[src/hdl/sdcs_pkg.sv]
// constants and types for the sigma-delta calibration sequencer
package sdcs_pkg;

  // modulator timing: master clock and modulator sample rate
  localparam int MCLK_HZ       = 2457600;
  localparam int MOD_HZ        = 19200;
  localparam int MOD_DIV       = MCLK_HZ / MOD_HZ;

  // output-rate periods per step
  localparam logic [1:0] ZS_PERIODS = 2'h3;
  localparam logic [1:0] FS_PERIODS = 2'h3;
  localparam logic [1:0] SELF_POST  = 2'h3;
  localparam logic [1:0] SYS_POST   = 2'h1;

  // register addresses
  localparam logic [2:0] A_SETUP  = 3'h0;
  localparam logic [2:0] A_DATA   = 3'h1;
  localparam logic [2:0] A_ZSCAL  = 3'h2;
  localparam logic [2:0] A_FSCAL  = 3'h3;
  localparam logic [2:0] A_STATUS = 3'h4;

  // setup register fields
  localparam int MODE_LSB = 0;
  localparam int GAIN_LSB = 2;
  localparam int BIP_BIT  = 5;
  localparam int RATE_LSB = 6;

  // calibration mode encodings (hi, lo)
  localparam logic [1:0] MODE_NORMAL = 2'h0;
  localparam logic [1:0] MODE_SELF   = 2'h1;
  localparam logic [1:0] MODE_SYS_ZS = 2'h2;
  localparam logic [1:0] MODE_SYS_FS = 2'h3;

  // reset values
  localparam logic [7:0]  SETUP_RST = 8'h00;
  localparam logic [15:0] ZS_RST    = 16'h0000;
  localparam logic [15:0] FS_RST    = 16'hffff;
  localparam logic [15:0] DATA_RST  = 16'h0000;

  // output period in modulator samples for each rate select
  localparam logic [15:0] RATE_TICKS0 = 16'h03c0;
  localparam logic [15:0] RATE_TICKS1 = 16'h0300;
  localparam logic [15:0] RATE_TICKS2 = 16'h0180;
  localparam logic [15:0] RATE_TICKS3 = 16'h0140;

  // midscale code for bipolar coding
  localparam logic [32:0] MIDSCALE = 33'h000008000;

  typedef enum logic [2:0] {
    ST_IDLE = 3'b000,
    ST_ARM  = 3'b001,
    ST_ZS   = 3'b010,
    ST_FS   = 3'b011,
    ST_COEF = 3'b100,
    ST_POST = 3'b101
  } sdcs_state_t;

endpackage

[src/hdl/sdcs_scaler.sv]
// offset and slope correction of one raw conversion word
module sdcs_scaler
  import sdcs_pkg::*;
(
  // clock and reset
  input  wire logic        core_clk,
  input  wire logic        reset_n,
  // request
  input  wire logic        in_valid,
  input  wire logic [15:0] raw_word,
  input  wire logic [15:0] zs_word,
  input  wire logic [15:0] fs_word,
  input  wire logic        bipolar,
  // answer
  output logic             out_valid_reg,
  output logic [15:0]      code_reg
);

  logic signed [16:0] diff;
  logic signed [16:0] span;
  logic signed [32:0] num;
  logic signed [32:0] quot;
  logic signed [32:0] code_wide;
  logic [15:0]        code_next;

  // 33-bit arithmetic, saturated into 16 bits; a flat span yields code zero unipolar, midscale bipolar
  always_comb begin
    diff = $signed({1'b0, raw_word}) - $signed({1'b0, zs_word});
    span = $signed({1'b0, fs_word}) - $signed({1'b0, zs_word});
    num  = bipolar ? ($signed({{16{diff[16]}}, diff}) <<< 15) : ($signed({{16{diff[16]}}, diff}) <<< 16);
    quot = (span > 17'sh00000) ? (num / $signed({{16{span[16]}}, span})) : 33'sh000000000;
    // shorted point lands on midscale in bipolar coding
    code_wide = bipolar ? (quot + $signed(MIDSCALE)) : quot;
    if (code_wide < 33'sh000000000) begin
      code_next = 16'h0000;
    end else if (code_wide > 33'sh00000ffff) begin
      code_next = 16'hffff;
    end else begin
      code_next = code_wide[15:0];
    end
  end

  // result register, one cycle after the request
  always_ff @(posedge core_clk) begin
    if (!reset_n) begin
      out_valid_reg <= 1'b0;
      code_reg      <= 16'h0000;
    end else begin
      out_valid_reg <= in_valid;
      if (in_valid) begin
        code_reg <= code_next;
      end
    end
  end
endmodule

[src/hdl/sdcs_seq.sv]
// calibration sequencer top: register port, step timing, data-ready
//
// Contract
// - calibration starts on any setup write with a nonzero mode field
// - mode (0,1) launches self-calibration
// - self zero-scale: inputs shorted, selected gain
// - self full-scale: reference over gain, same gain
// - self-calibration is three plus three periods
// - mode field returns to (0,0) when done
// - data-ready held high until fresh data word
// - self-calibration data-ready low after nine periods
// - data-ready rises within one modulator cycle
// - zero and full results stored separately
// - 33-bit offset and slope correction, 16-bit code
// - bipolar maps shorted point to midscale
// - modulator at master clock over 128, decimated
// - mode (1,0) is system zero-scale, three periods
// - mode (1,1) is system full-scale, selected gain
module sdcs_seq
  import sdcs_pkg::*;
#(
  parameter int MOD_CYCLES = MOD_DIV,
  parameter int RATE_SHIFT = 0
)
(
  // clock and reset
  input  wire logic        core_clk,
  input  wire logic        reset_n,
  // register port
  input  wire logic [2:0]  reg_addr,
  input  wire logic [15:0] reg_wdata,
  input  wire logic        reg_wr,
  input  wire logic        reg_rd,
  output logic [15:0]      reg_rdata,
  // filter result for the current output period
  input  wire logic [15:0] filt_word,
  // front-end control
  output logic             inputs_shorted,
  output logic             ref_over_gain,
  output logic [2:0]       pga_gain,
  output logic             filter_restart,
  // status pin
  output logic             data_ready_n
);

  sdcs_state_t state_reg;
  sdcs_state_t state_next;
  logic [7:0]  setup_reg;
  logic [15:0] zs_reg;
  logic [15:0] fs_reg;
  logic [15:0] data_reg;
  logic [15:0] reg_rdata_reg;
  logic        data_ready_n_n_reg;
  logic        cal_self_reg;
  logic [1:0]  step_cnt_reg;
  logic [1:0]  post_len_reg;
  logic [7:0]  mod_cnt_reg;
  logic [15:0] per_cnt_reg;
  logic [15:0] per_len;
  logic        mod_tick;
  logic        per_tick;
  logic        setup_wr;
  logic        cal_start;
  logic        step_last;
  logic [1:0]  step_len;
  logic        sc_in_valid;
  logic        sc_out_valid;
  logic [15:0] sc_code;
  logic        data_wr;
  logic        data_rd;
  logic [1:0]  mode;

  assign mode      = setup_reg[MODE_LSB +: 2];
  assign setup_wr  = reg_wr && reg_addr == A_SETUP;
  // a nonzero mode field is the only trigger
  assign cal_start = setup_wr && reg_wdata[MODE_LSB +: 2] != MODE_NORMAL;
  assign data_rd   = reg_rd && reg_addr == A_DATA;

  // output period length in modulator samples, shortened only for simulation
  always_comb begin
    case (setup_reg[RATE_LSB +: 2])
      2'h0:    per_len = RATE_TICKS0 >> RATE_SHIFT;
      2'h1:    per_len = RATE_TICKS1 >> RATE_SHIFT;
      2'h2:    per_len = RATE_TICKS2 >> RATE_SHIFT;
      default: per_len = RATE_TICKS3 >> RATE_SHIFT;
    endcase
  end

  // modulator cycle, master clock over 128
  assign mod_tick = mod_cnt_reg == 8'(MOD_CYCLES - 1);
  always_ff @(posedge core_clk) begin
    if (!reset_n) begin
      mod_cnt_reg <= 8'h00;
    end else if (mod_tick) begin
      mod_cnt_reg <= 8'h00;
    end else begin
      mod_cnt_reg <= mod_cnt_reg + 8'h01;
    end
  end

  // decimation to the output rate; realigned when a step begins
  assign per_tick = mod_tick && per_cnt_reg >= per_len - 16'h0001;  // a shorter rate ends at once, no wrap
  always_ff @(posedge core_clk) begin
    if (!reset_n) begin
      per_cnt_reg <= 16'h0000;
    end else if ((state_reg == ST_ARM && mod_tick) || per_tick) begin
      per_cnt_reg <= 16'h0000;
    end else if (mod_tick) begin
      per_cnt_reg <= per_cnt_reg + 16'h0001;
    end
  end

  // periods in the current step; full scale keeps its own count so the two can differ
  always_comb begin
    case (state_reg)
      ST_FS:   step_len = FS_PERIODS;
      ST_POST: step_len = post_len_reg;
      default: step_len = ZS_PERIODS;
    endcase
  end

  assign step_last = per_tick && step_cnt_reg == step_len - 2'h1;

  // step sequencing; a new command restarts from any state
  always_comb begin
    state_next = state_reg;
    case (state_reg)
      ST_IDLE: state_next = ST_IDLE;
      ST_ARM: begin
        if (mod_tick) begin
          // (0,1) and (1,0) begin at zero scale, (1,1) at full scale
          state_next = (mode == MODE_SYS_FS) ? ST_FS : ST_ZS;
        end
      end
      ST_ZS: begin
        if (step_last) begin
          // self-calibration chains into full scale
          state_next = cal_self_reg ? ST_FS : ST_COEF;
        end
      end
      ST_FS: begin
        if (step_last) begin
          state_next = ST_COEF;
        end
      end
      ST_COEF: state_next = ST_POST;
      ST_POST: begin
        if (step_last) begin
          state_next = ST_IDLE;
        end
      end
      default: state_next = ST_IDLE;
    endcase
    if (cal_start) begin
      state_next = ST_ARM;
    end
  end

  always_ff @(posedge core_clk) begin
    if (!reset_n) begin
      state_reg <= ST_IDLE;
    end else begin
      state_reg <= state_next;
    end
  end

  // period counter within a step
  always_ff @(posedge core_clk) begin
    if (!reset_n) begin
      step_cnt_reg <= 2'h0;
    end else if (state_reg != state_next || step_last) begin
      step_cnt_reg <= 2'h0;
    end else if (per_tick) begin
      step_cnt_reg <= step_cnt_reg + 2'h1;
    end
  end

  // kind of calibration and length of the closing input conversion
  always_ff @(posedge core_clk) begin
    if (!reset_n) begin
      cal_self_reg <= 1'b0;
      post_len_reg <= SYS_POST;
    end else if (cal_start) begin
      cal_self_reg <= reg_wdata[MODE_LSB +: 2] == MODE_SELF;
      // three zs + three fs + three input periods gives nine for self
      post_len_reg <= (reg_wdata[MODE_LSB +: 2] == MODE_SELF) ? SELF_POST : SYS_POST;
    end
  end

  // setup register; hardware clears the mode field at the end of calibration
  always_ff @(posedge core_clk) begin
    if (!reset_n) begin
      setup_reg <= SETUP_RST;
    end else if (setup_wr) begin
      setup_reg <= reg_wdata[7:0];
    end else if (state_reg == ST_COEF) begin
      setup_reg[MODE_LSB +: 2] <= MODE_NORMAL;
    end
  end

  // calibration results; the sequencer wins over a host write
  always_ff @(posedge core_clk) begin
    if (!reset_n) begin
      zs_reg <= ZS_RST;
      fs_reg <= FS_RST;
    end else begin
      if (state_reg == ST_ZS && step_last) begin
        zs_reg <= filt_word;
      end else if (reg_wr && reg_addr == A_ZSCAL) begin
        zs_reg <= reg_wdata;
      end
      if (state_reg == ST_FS && step_last) begin
        fs_reg <= filt_word;
      end else if (reg_wr && reg_addr == A_FSCAL) begin
        fs_reg <= reg_wdata;
      end
    end
  end

  // front-end steering; sources switched only during self-calibration steps
  always_ff @(posedge core_clk) begin
    if (!reset_n) begin
      inputs_shorted <= 1'b0;
      ref_over_gain  <= 1'b0;
      pga_gain       <= 3'h0;
      filter_restart <= 1'b0;
    end else begin
      inputs_shorted <= cal_self_reg && state_next == ST_ZS;
      ref_over_gain  <= cal_self_reg && state_next == ST_FS;
      pga_gain       <= setup_wr ? reg_wdata[GAIN_LSB +: 3] : setup_reg[GAIN_LSB +: 3];
      // each zero-scale and full-scale step starts its filter fresh so old samples do not leak in
      filter_restart <= state_reg != state_next && (state_next == ST_ZS || state_next == ST_FS);
    end
  end

  // normal conversion each period in mode (0,0), and the one closing a calibration
  assign sc_in_valid = (state_reg == ST_IDLE && per_tick && !cal_start) || (state_reg == ST_POST && step_last);

  sdcs_scaler u_scaler (
    .core_clk      (core_clk),
    .reset_n       (reset_n),
    .in_valid      (sc_in_valid),
    .raw_word      (filt_word),
    .zs_word       (zs_reg),
    .fs_word       (fs_reg),
    .bipolar       (setup_reg[BIP_BIT]),
    .out_valid_reg (sc_out_valid),
    .code_reg      (sc_code)
  );

  // data register is frozen while any calibration runs
  assign data_wr = sc_out_valid && state_reg == ST_IDLE && !cal_start;
  always_ff @(posedge core_clk) begin
    if (!reset_n) begin
      data_reg <= DATA_RST;
    end else if (data_wr) begin
      data_reg <= sc_code;
    end
  end

  // data-ready: raised at the first modulator tick after a command, low only on a fresh word
  // a new word wins over the read that would raise it
  always_ff @(posedge core_clk) begin
    if (!reset_n) begin
      data_ready_n_n_reg <= 1'b1;
    end else if (data_wr) begin
      data_ready_n_n_reg <= 1'b0;
    end else if ((state_reg == ST_ARM && mod_tick) || data_rd) begin
      data_ready_n_n_reg <= 1'b1;
    end
  end
  assign data_ready_n = data_ready_n_n_reg;

  // read data one cycle after the strobe, zero elsewhere and for unmapped addresses
  always_ff @(posedge core_clk) begin
    if (!reset_n) begin
      reg_rdata_reg <= 16'h0000;
    end else if (reg_rd) begin
      case (reg_addr)
        A_SETUP:  reg_rdata_reg <= {8'h00, setup_reg};
        A_DATA:   reg_rdata_reg <= data_reg;
        A_ZSCAL:  reg_rdata_reg <= zs_reg;
        A_FSCAL:  reg_rdata_reg <= fs_reg;
        A_STATUS: reg_rdata_reg <= {11'h000, state_reg, state_reg != ST_IDLE, data_ready_n_n_reg};
        default:  reg_rdata_reg <= 16'h0000;
      endcase
    end else begin
      reg_rdata_reg <= 16'h0000;
    end
  end
  assign reg_rdata = reg_rdata_reg;
endmodule

[config.mk]
export PLATFORM = sky130hd
export DESIGN_NAME = sdcs_seq
export DESIGN_NICKNAME = d
export VERILOG_FILES = /design/src/hdl/sdcs_pkg.sv /design/src/hdl/sdcs_scaler.sv /design/src/hdl/sdcs_seq.sv
export SDC_FILE = /design/constraint.sdc
export NUM_CORES = 2
export LEC_CHECK = 0
export ABC_AREA = 1
export BUFFER_PORTS_ARGS = -buffer_cell sky130_fd_sc_hd__buf_2
export CAP_MARGIN = 25
export CORE_MARGIN = 8
export CORE_UTILIZATION = 42
export CTS_BUF_LIST = sky130_fd_sc_hd__clkbuf_4 sky130_fd_sc_hd__clkbuf_8
export DETAILED_ROUTE_END_ITERATION = 6
export SYNTH_ARGS = -nofsm -noshare
export SYNTH_HDL_FRONTEND = slang
export SYNTH_HIERARCHICAL = 1
export SYNTH_SLANG_ARGS = --single-unit
[constraint.sdc]
create_clock -name core_clk -period 96.1 [get_ports core_clk]
set_clock_uncertainty 0.15 [all_clocks]
set_input_delay 4.805 -clock core_clk [delete_from_list [all_inputs] [get_ports core_clk]]
set_output_delay 4.805 -clock core_clk [all_outputs]
set_load 0.01 [all_outputs]
==> results.txt <==
----------------------------------------------------
[Routing]
  Drt wl/cell ... 15.4 µm
  Initial DRT Pass Iterations ... 6
  Via count of the routed design ... 43400
  Total DRC errors in the routed layout ... 0
  Via density per instance ... 5.25
  Count of antenna-violating nets left after detailed routing ... 0
  First-iteration detailed-routing DRC count ... 3309
  Sum of routed wire length over all layers ... 127000 µm

[Global routing]
  Total routing usage reported by global routing ... 0.231
  Antenna violations before repair ... 2
  Wire length of the first global-routing pass ... 202000 µm
  Largest net degree at the start of global routing ... 63
  Vias in the first global route ... 39100
  Remaining Overflow, GRT ... 0

[Placed design]
  Buffers on Ports ... 61
  # placed instances ... 8162
  HPWL after detailed placement ... 101000 µm
  Final weighted congestion in routability-driven placement ... 0.950

[Timing]
  Worst-margin pin slew ... 0.906 ns
  Fin. max-slew vios ... 0
  Highest clock frequency the design can meet ... 11.4 MHz
  Number of hold violations in the final report ... 0
  Max transition margin ... 0.396
  Final critical-path share of the clock period ... 0.915
  Min Clock Period, post-route ... 87.97 ns
  Setup-failing EPs final ... 0

[Worst setup path]
  Required time worst endpoint ... 96.29 ns
  Top delay family on crit path ... compound AO/OA/AOI/OAI gates
  Startpoint type of the worst setup path ... input pin
  Worst path most repeated cell ... sky130_fd_sc_hd__nand2_1
  Slowest stage cell, crit path ... sky130_fd_sc_hd__a2111oi_4
  Maximum fanout encountered on the critical timing path ... 43
  Data arrival time of the critical path ... 88.17 ns
  Highest cell delay on the worst timing path ... 0.49 ns
  Element type at the critical path end ... flip-flop
  Count of buffering cells on the critical path with inverters included ... 87
  Critical setup path kind ... in2reg

[Synth]
  Dominant combinational cell family by area after synthesis ... simple AND/OR/NAND/NOR gates
  Post-synthesis share of cell area spent on xor and xnor gates ... 0.0860
  Area of the mapped netlist ... 0.0399 mm²
  Synthesized area divided by synthesized cell count ... 5.90 µm²
  Post-Synthesis Cells ... 6767
  Synth unique cells ... 96
  Number of synthesized register bits ... 126
  Synth Warn # ... 6
  Synth Area in Compound Gates ... 0.217
  Async set-or-reset flop fraction in the synthesized netlist ... 0
  Most used flip-flop cell after synthesis ... sky130_fd_sc_hd__dfxtp_1
  Fraction of the yosys area taken by sequential cells ... 0.0632
  Post-synthesis adder-cell area fraction ... 0.188
  Post-synthesis simple-gate area fraction ... 0.328
  Number of flops mapped to enable cells by yosys ... 0
  Fraction of synthesized area in multiplexers ... 0.00266

[Clocking]
  Clock-pin slew of the registers on the worst-case setup and hold paths ... 0.08 ns
  Clock buffers created by TritonCTS ... 17
  Clock tree from TritonCTS ... done
  Post-CTS Hold Buffers ... 0
  Clock Sink Count ... 126
  Clock buffer depth ... 2
  H-tree Lvls ... 4
  CTS Root Buffer Type ... sky130_fd_sc_hd__clkbuf_8
  Clock latency on the worst-skew pair ... 0.48 ns

[Floorplan]
  Top-Level Pins ... 62
  Height of the chip ... 324 µm
  Core box area ... 0.0946 mm²
  Die Area ... 0.105 mm²
  Count of standard-cell rows ... 113
  Die W ... 324 µm
  Initial standard-cell utilization of the core ... 0.422

[Outcome]
  Outcome ... complete, no violations

[Final layout]
  # nets final ... 7616
  Commonest non-fill, non-tap cells in the layout ... sky130_fd_sc_hd__nand2_1 (1746), sky130_fd_sc_hd__inv_1 (951), sky130_fd_sc_hd__a21oi_1 (628)
  Most common cell after layout, fill and taps aside ... sky130_fd_sc_hd__nand2_1
  Share of layout cells above drive strength 1 ... 0.101
  Area overhead of the layout relative to synthesis ... 9.50%
  Final instance count without filler cells ... 8260

[Min path]
  Hold crit path type ... reg2reg

[Job]
  Reported max-cap violation count ... 0

----------------------------------------------------
-- routing by layer --
| metal | up-vias | track usage | share of wire |
|---|---|---|---|
| li1 | 22700 | - | - |
| met2 | 1172 | 0.362 | 0.42 |
| met3 | 144 | 0.0244 | 0.062 |
| met5 | - | 0 | 0 |
| met4 | 0 | 0.0504 | 0.023 |
| met1 | 19300 | 0.337 | 0.50 |
-- per-stage QoR --
stage	TNS, ns	util	instance area, µm²	hold slack [ns]	worst slack, ns
after CTS	0	0.450	42600	0.308	0.0544
after detailed placement	-7.89	0.445	42100	0.290	-0.568
after global placement	0	0.445	42100	0.281	1.54
after global routing	-3.20	0.462	43700	0.338	-0.244
after floorplan	0	-	40400	0.268	14.64
final	0	0.462	43700	0.307	8.13
-- cell type report --
| cell class | instances | area [µm²] |
|---|---|---|
| flip-flops and latches | 126 | 2520 |
| diodes | 2 | 5.00 |
| fillers | 10000 | 50900 |
| well taps | 1265 | 1580 |
| repair inverters | 3 | 15.0 |
| clock buffers | 18 | 248 |
| repair buffers | 187 | 1370 |
| inverters | 1022 | 3890 |
| multi-input cells | 5623 | 33900 |
| clock inverters | 14 | 180 |
-- synthesized netlist by cell type (all sizes together) (2+ instances only) --
| cell | instances | share of area |
|---|---|---|
| xor2 | 209 | 0.047 |
| a21oi | 676 | 0.088 |
| and2 | 11 | 0.0018 |
| o22ai | 12 | 0.0019 |
| nand3b | 16 | 0.0030 |
| nand3 | 356 | 0.051 |
| a21o | 31 | 0.0058 |
| dlygate4sd3 | 2 | 0.00050 |
| nand4 | 73 | 0.012 |
| clkbuf | 56 | 0.0057 |
| o21bai | 38 | 0.0076 |
| a2111oi | 7 | 0.0017 |
| a311oi | 2 | 0.00044 |
| o211a | 2 | 0.00050 |
| o221ai | 14 | 0.0031 |
| o21ai | 498 | 0.067 |
| a31oi | 27 | 0.0042 |
| a2111o | 2 | 0.00056 |
| or2 | 75 | 0.012 |
| nor4 | 21 | 0.0033 |
| or3 | 3 | 0.00047 |
| nor3 | 80 | 0.013 |
| o211ai | 29 | 0.0062 |
| buf | 78 | 0.013 |
| clkinv | 9 | 0.0010 |
| o2111ai | 21 | 0.0046 |
| nor3b | 7 | 0.0013 |
| a221oi | 20 | 0.0045 |
| mux2i | 9 | 0.0027 |
| a21boi | 18 | 0.0036 |
| o311ai | 6 | 0.0013 |
| o31ai | 21 | 0.0043 |
| nor2 | 548 | 0.055 |
| nand2 | 1809 | 0.17 |
| xnor2 | 180 | 0.039 |
| a211oi | 23 | 0.0045 |
| o41ai | 4 | 0.00088 |
| o32ai | 2 | 0.00044 |
| ha | 594 | 0.19 |
| fa | 3 | 0.0015 |
| inv | 1013 | 0.096 |
| o21a | 25 | 0.0047 |
| dfxtp | 126 | 0.063 |
-- path summary, 6_finish.rpt --
kind / cells past startpoint / slack, ns / startpoint / endpoint
setup / recovery: 617 / 8.13 / filt_word[0] / u_scaler/code_reg[3]
hold / removal: 1 / 0.31 / mod_cnt_reg[0] / mod_cnt_reg[0]
hold reg to reg: 1 / 0.31 / mod_cnt_reg[0] / mod_cnt_reg[0]
setup reg to reg: 617 / 11.51 / zs_reg[0] / u_scaler/code_reg[3]
-- timing repair --
item | in CTS | in global routing
resized for setup | 2 | 165
endpoints found under the setup margin | 16 | 16
pin swaps | 0 | 27
setup buffers | 0 | 55
endpoints found under the hold margin | 0 | 0
gates cloned | 0 | 9
-- logic make-up after synthesis --
group                      after synthesis
AOI/OAI and AO/OA                     1483
and+or+nand+nor                       3004
adders and majority gates              597
other                                    1
muxes                                    9
xor gates and xnor gates               389
DFF                                    126
buffers and inverters                 1158
Power is left out: the tool's default activity adds up to more than one toggle a clock period on the data nets, which glitch-free logic cannot reach.
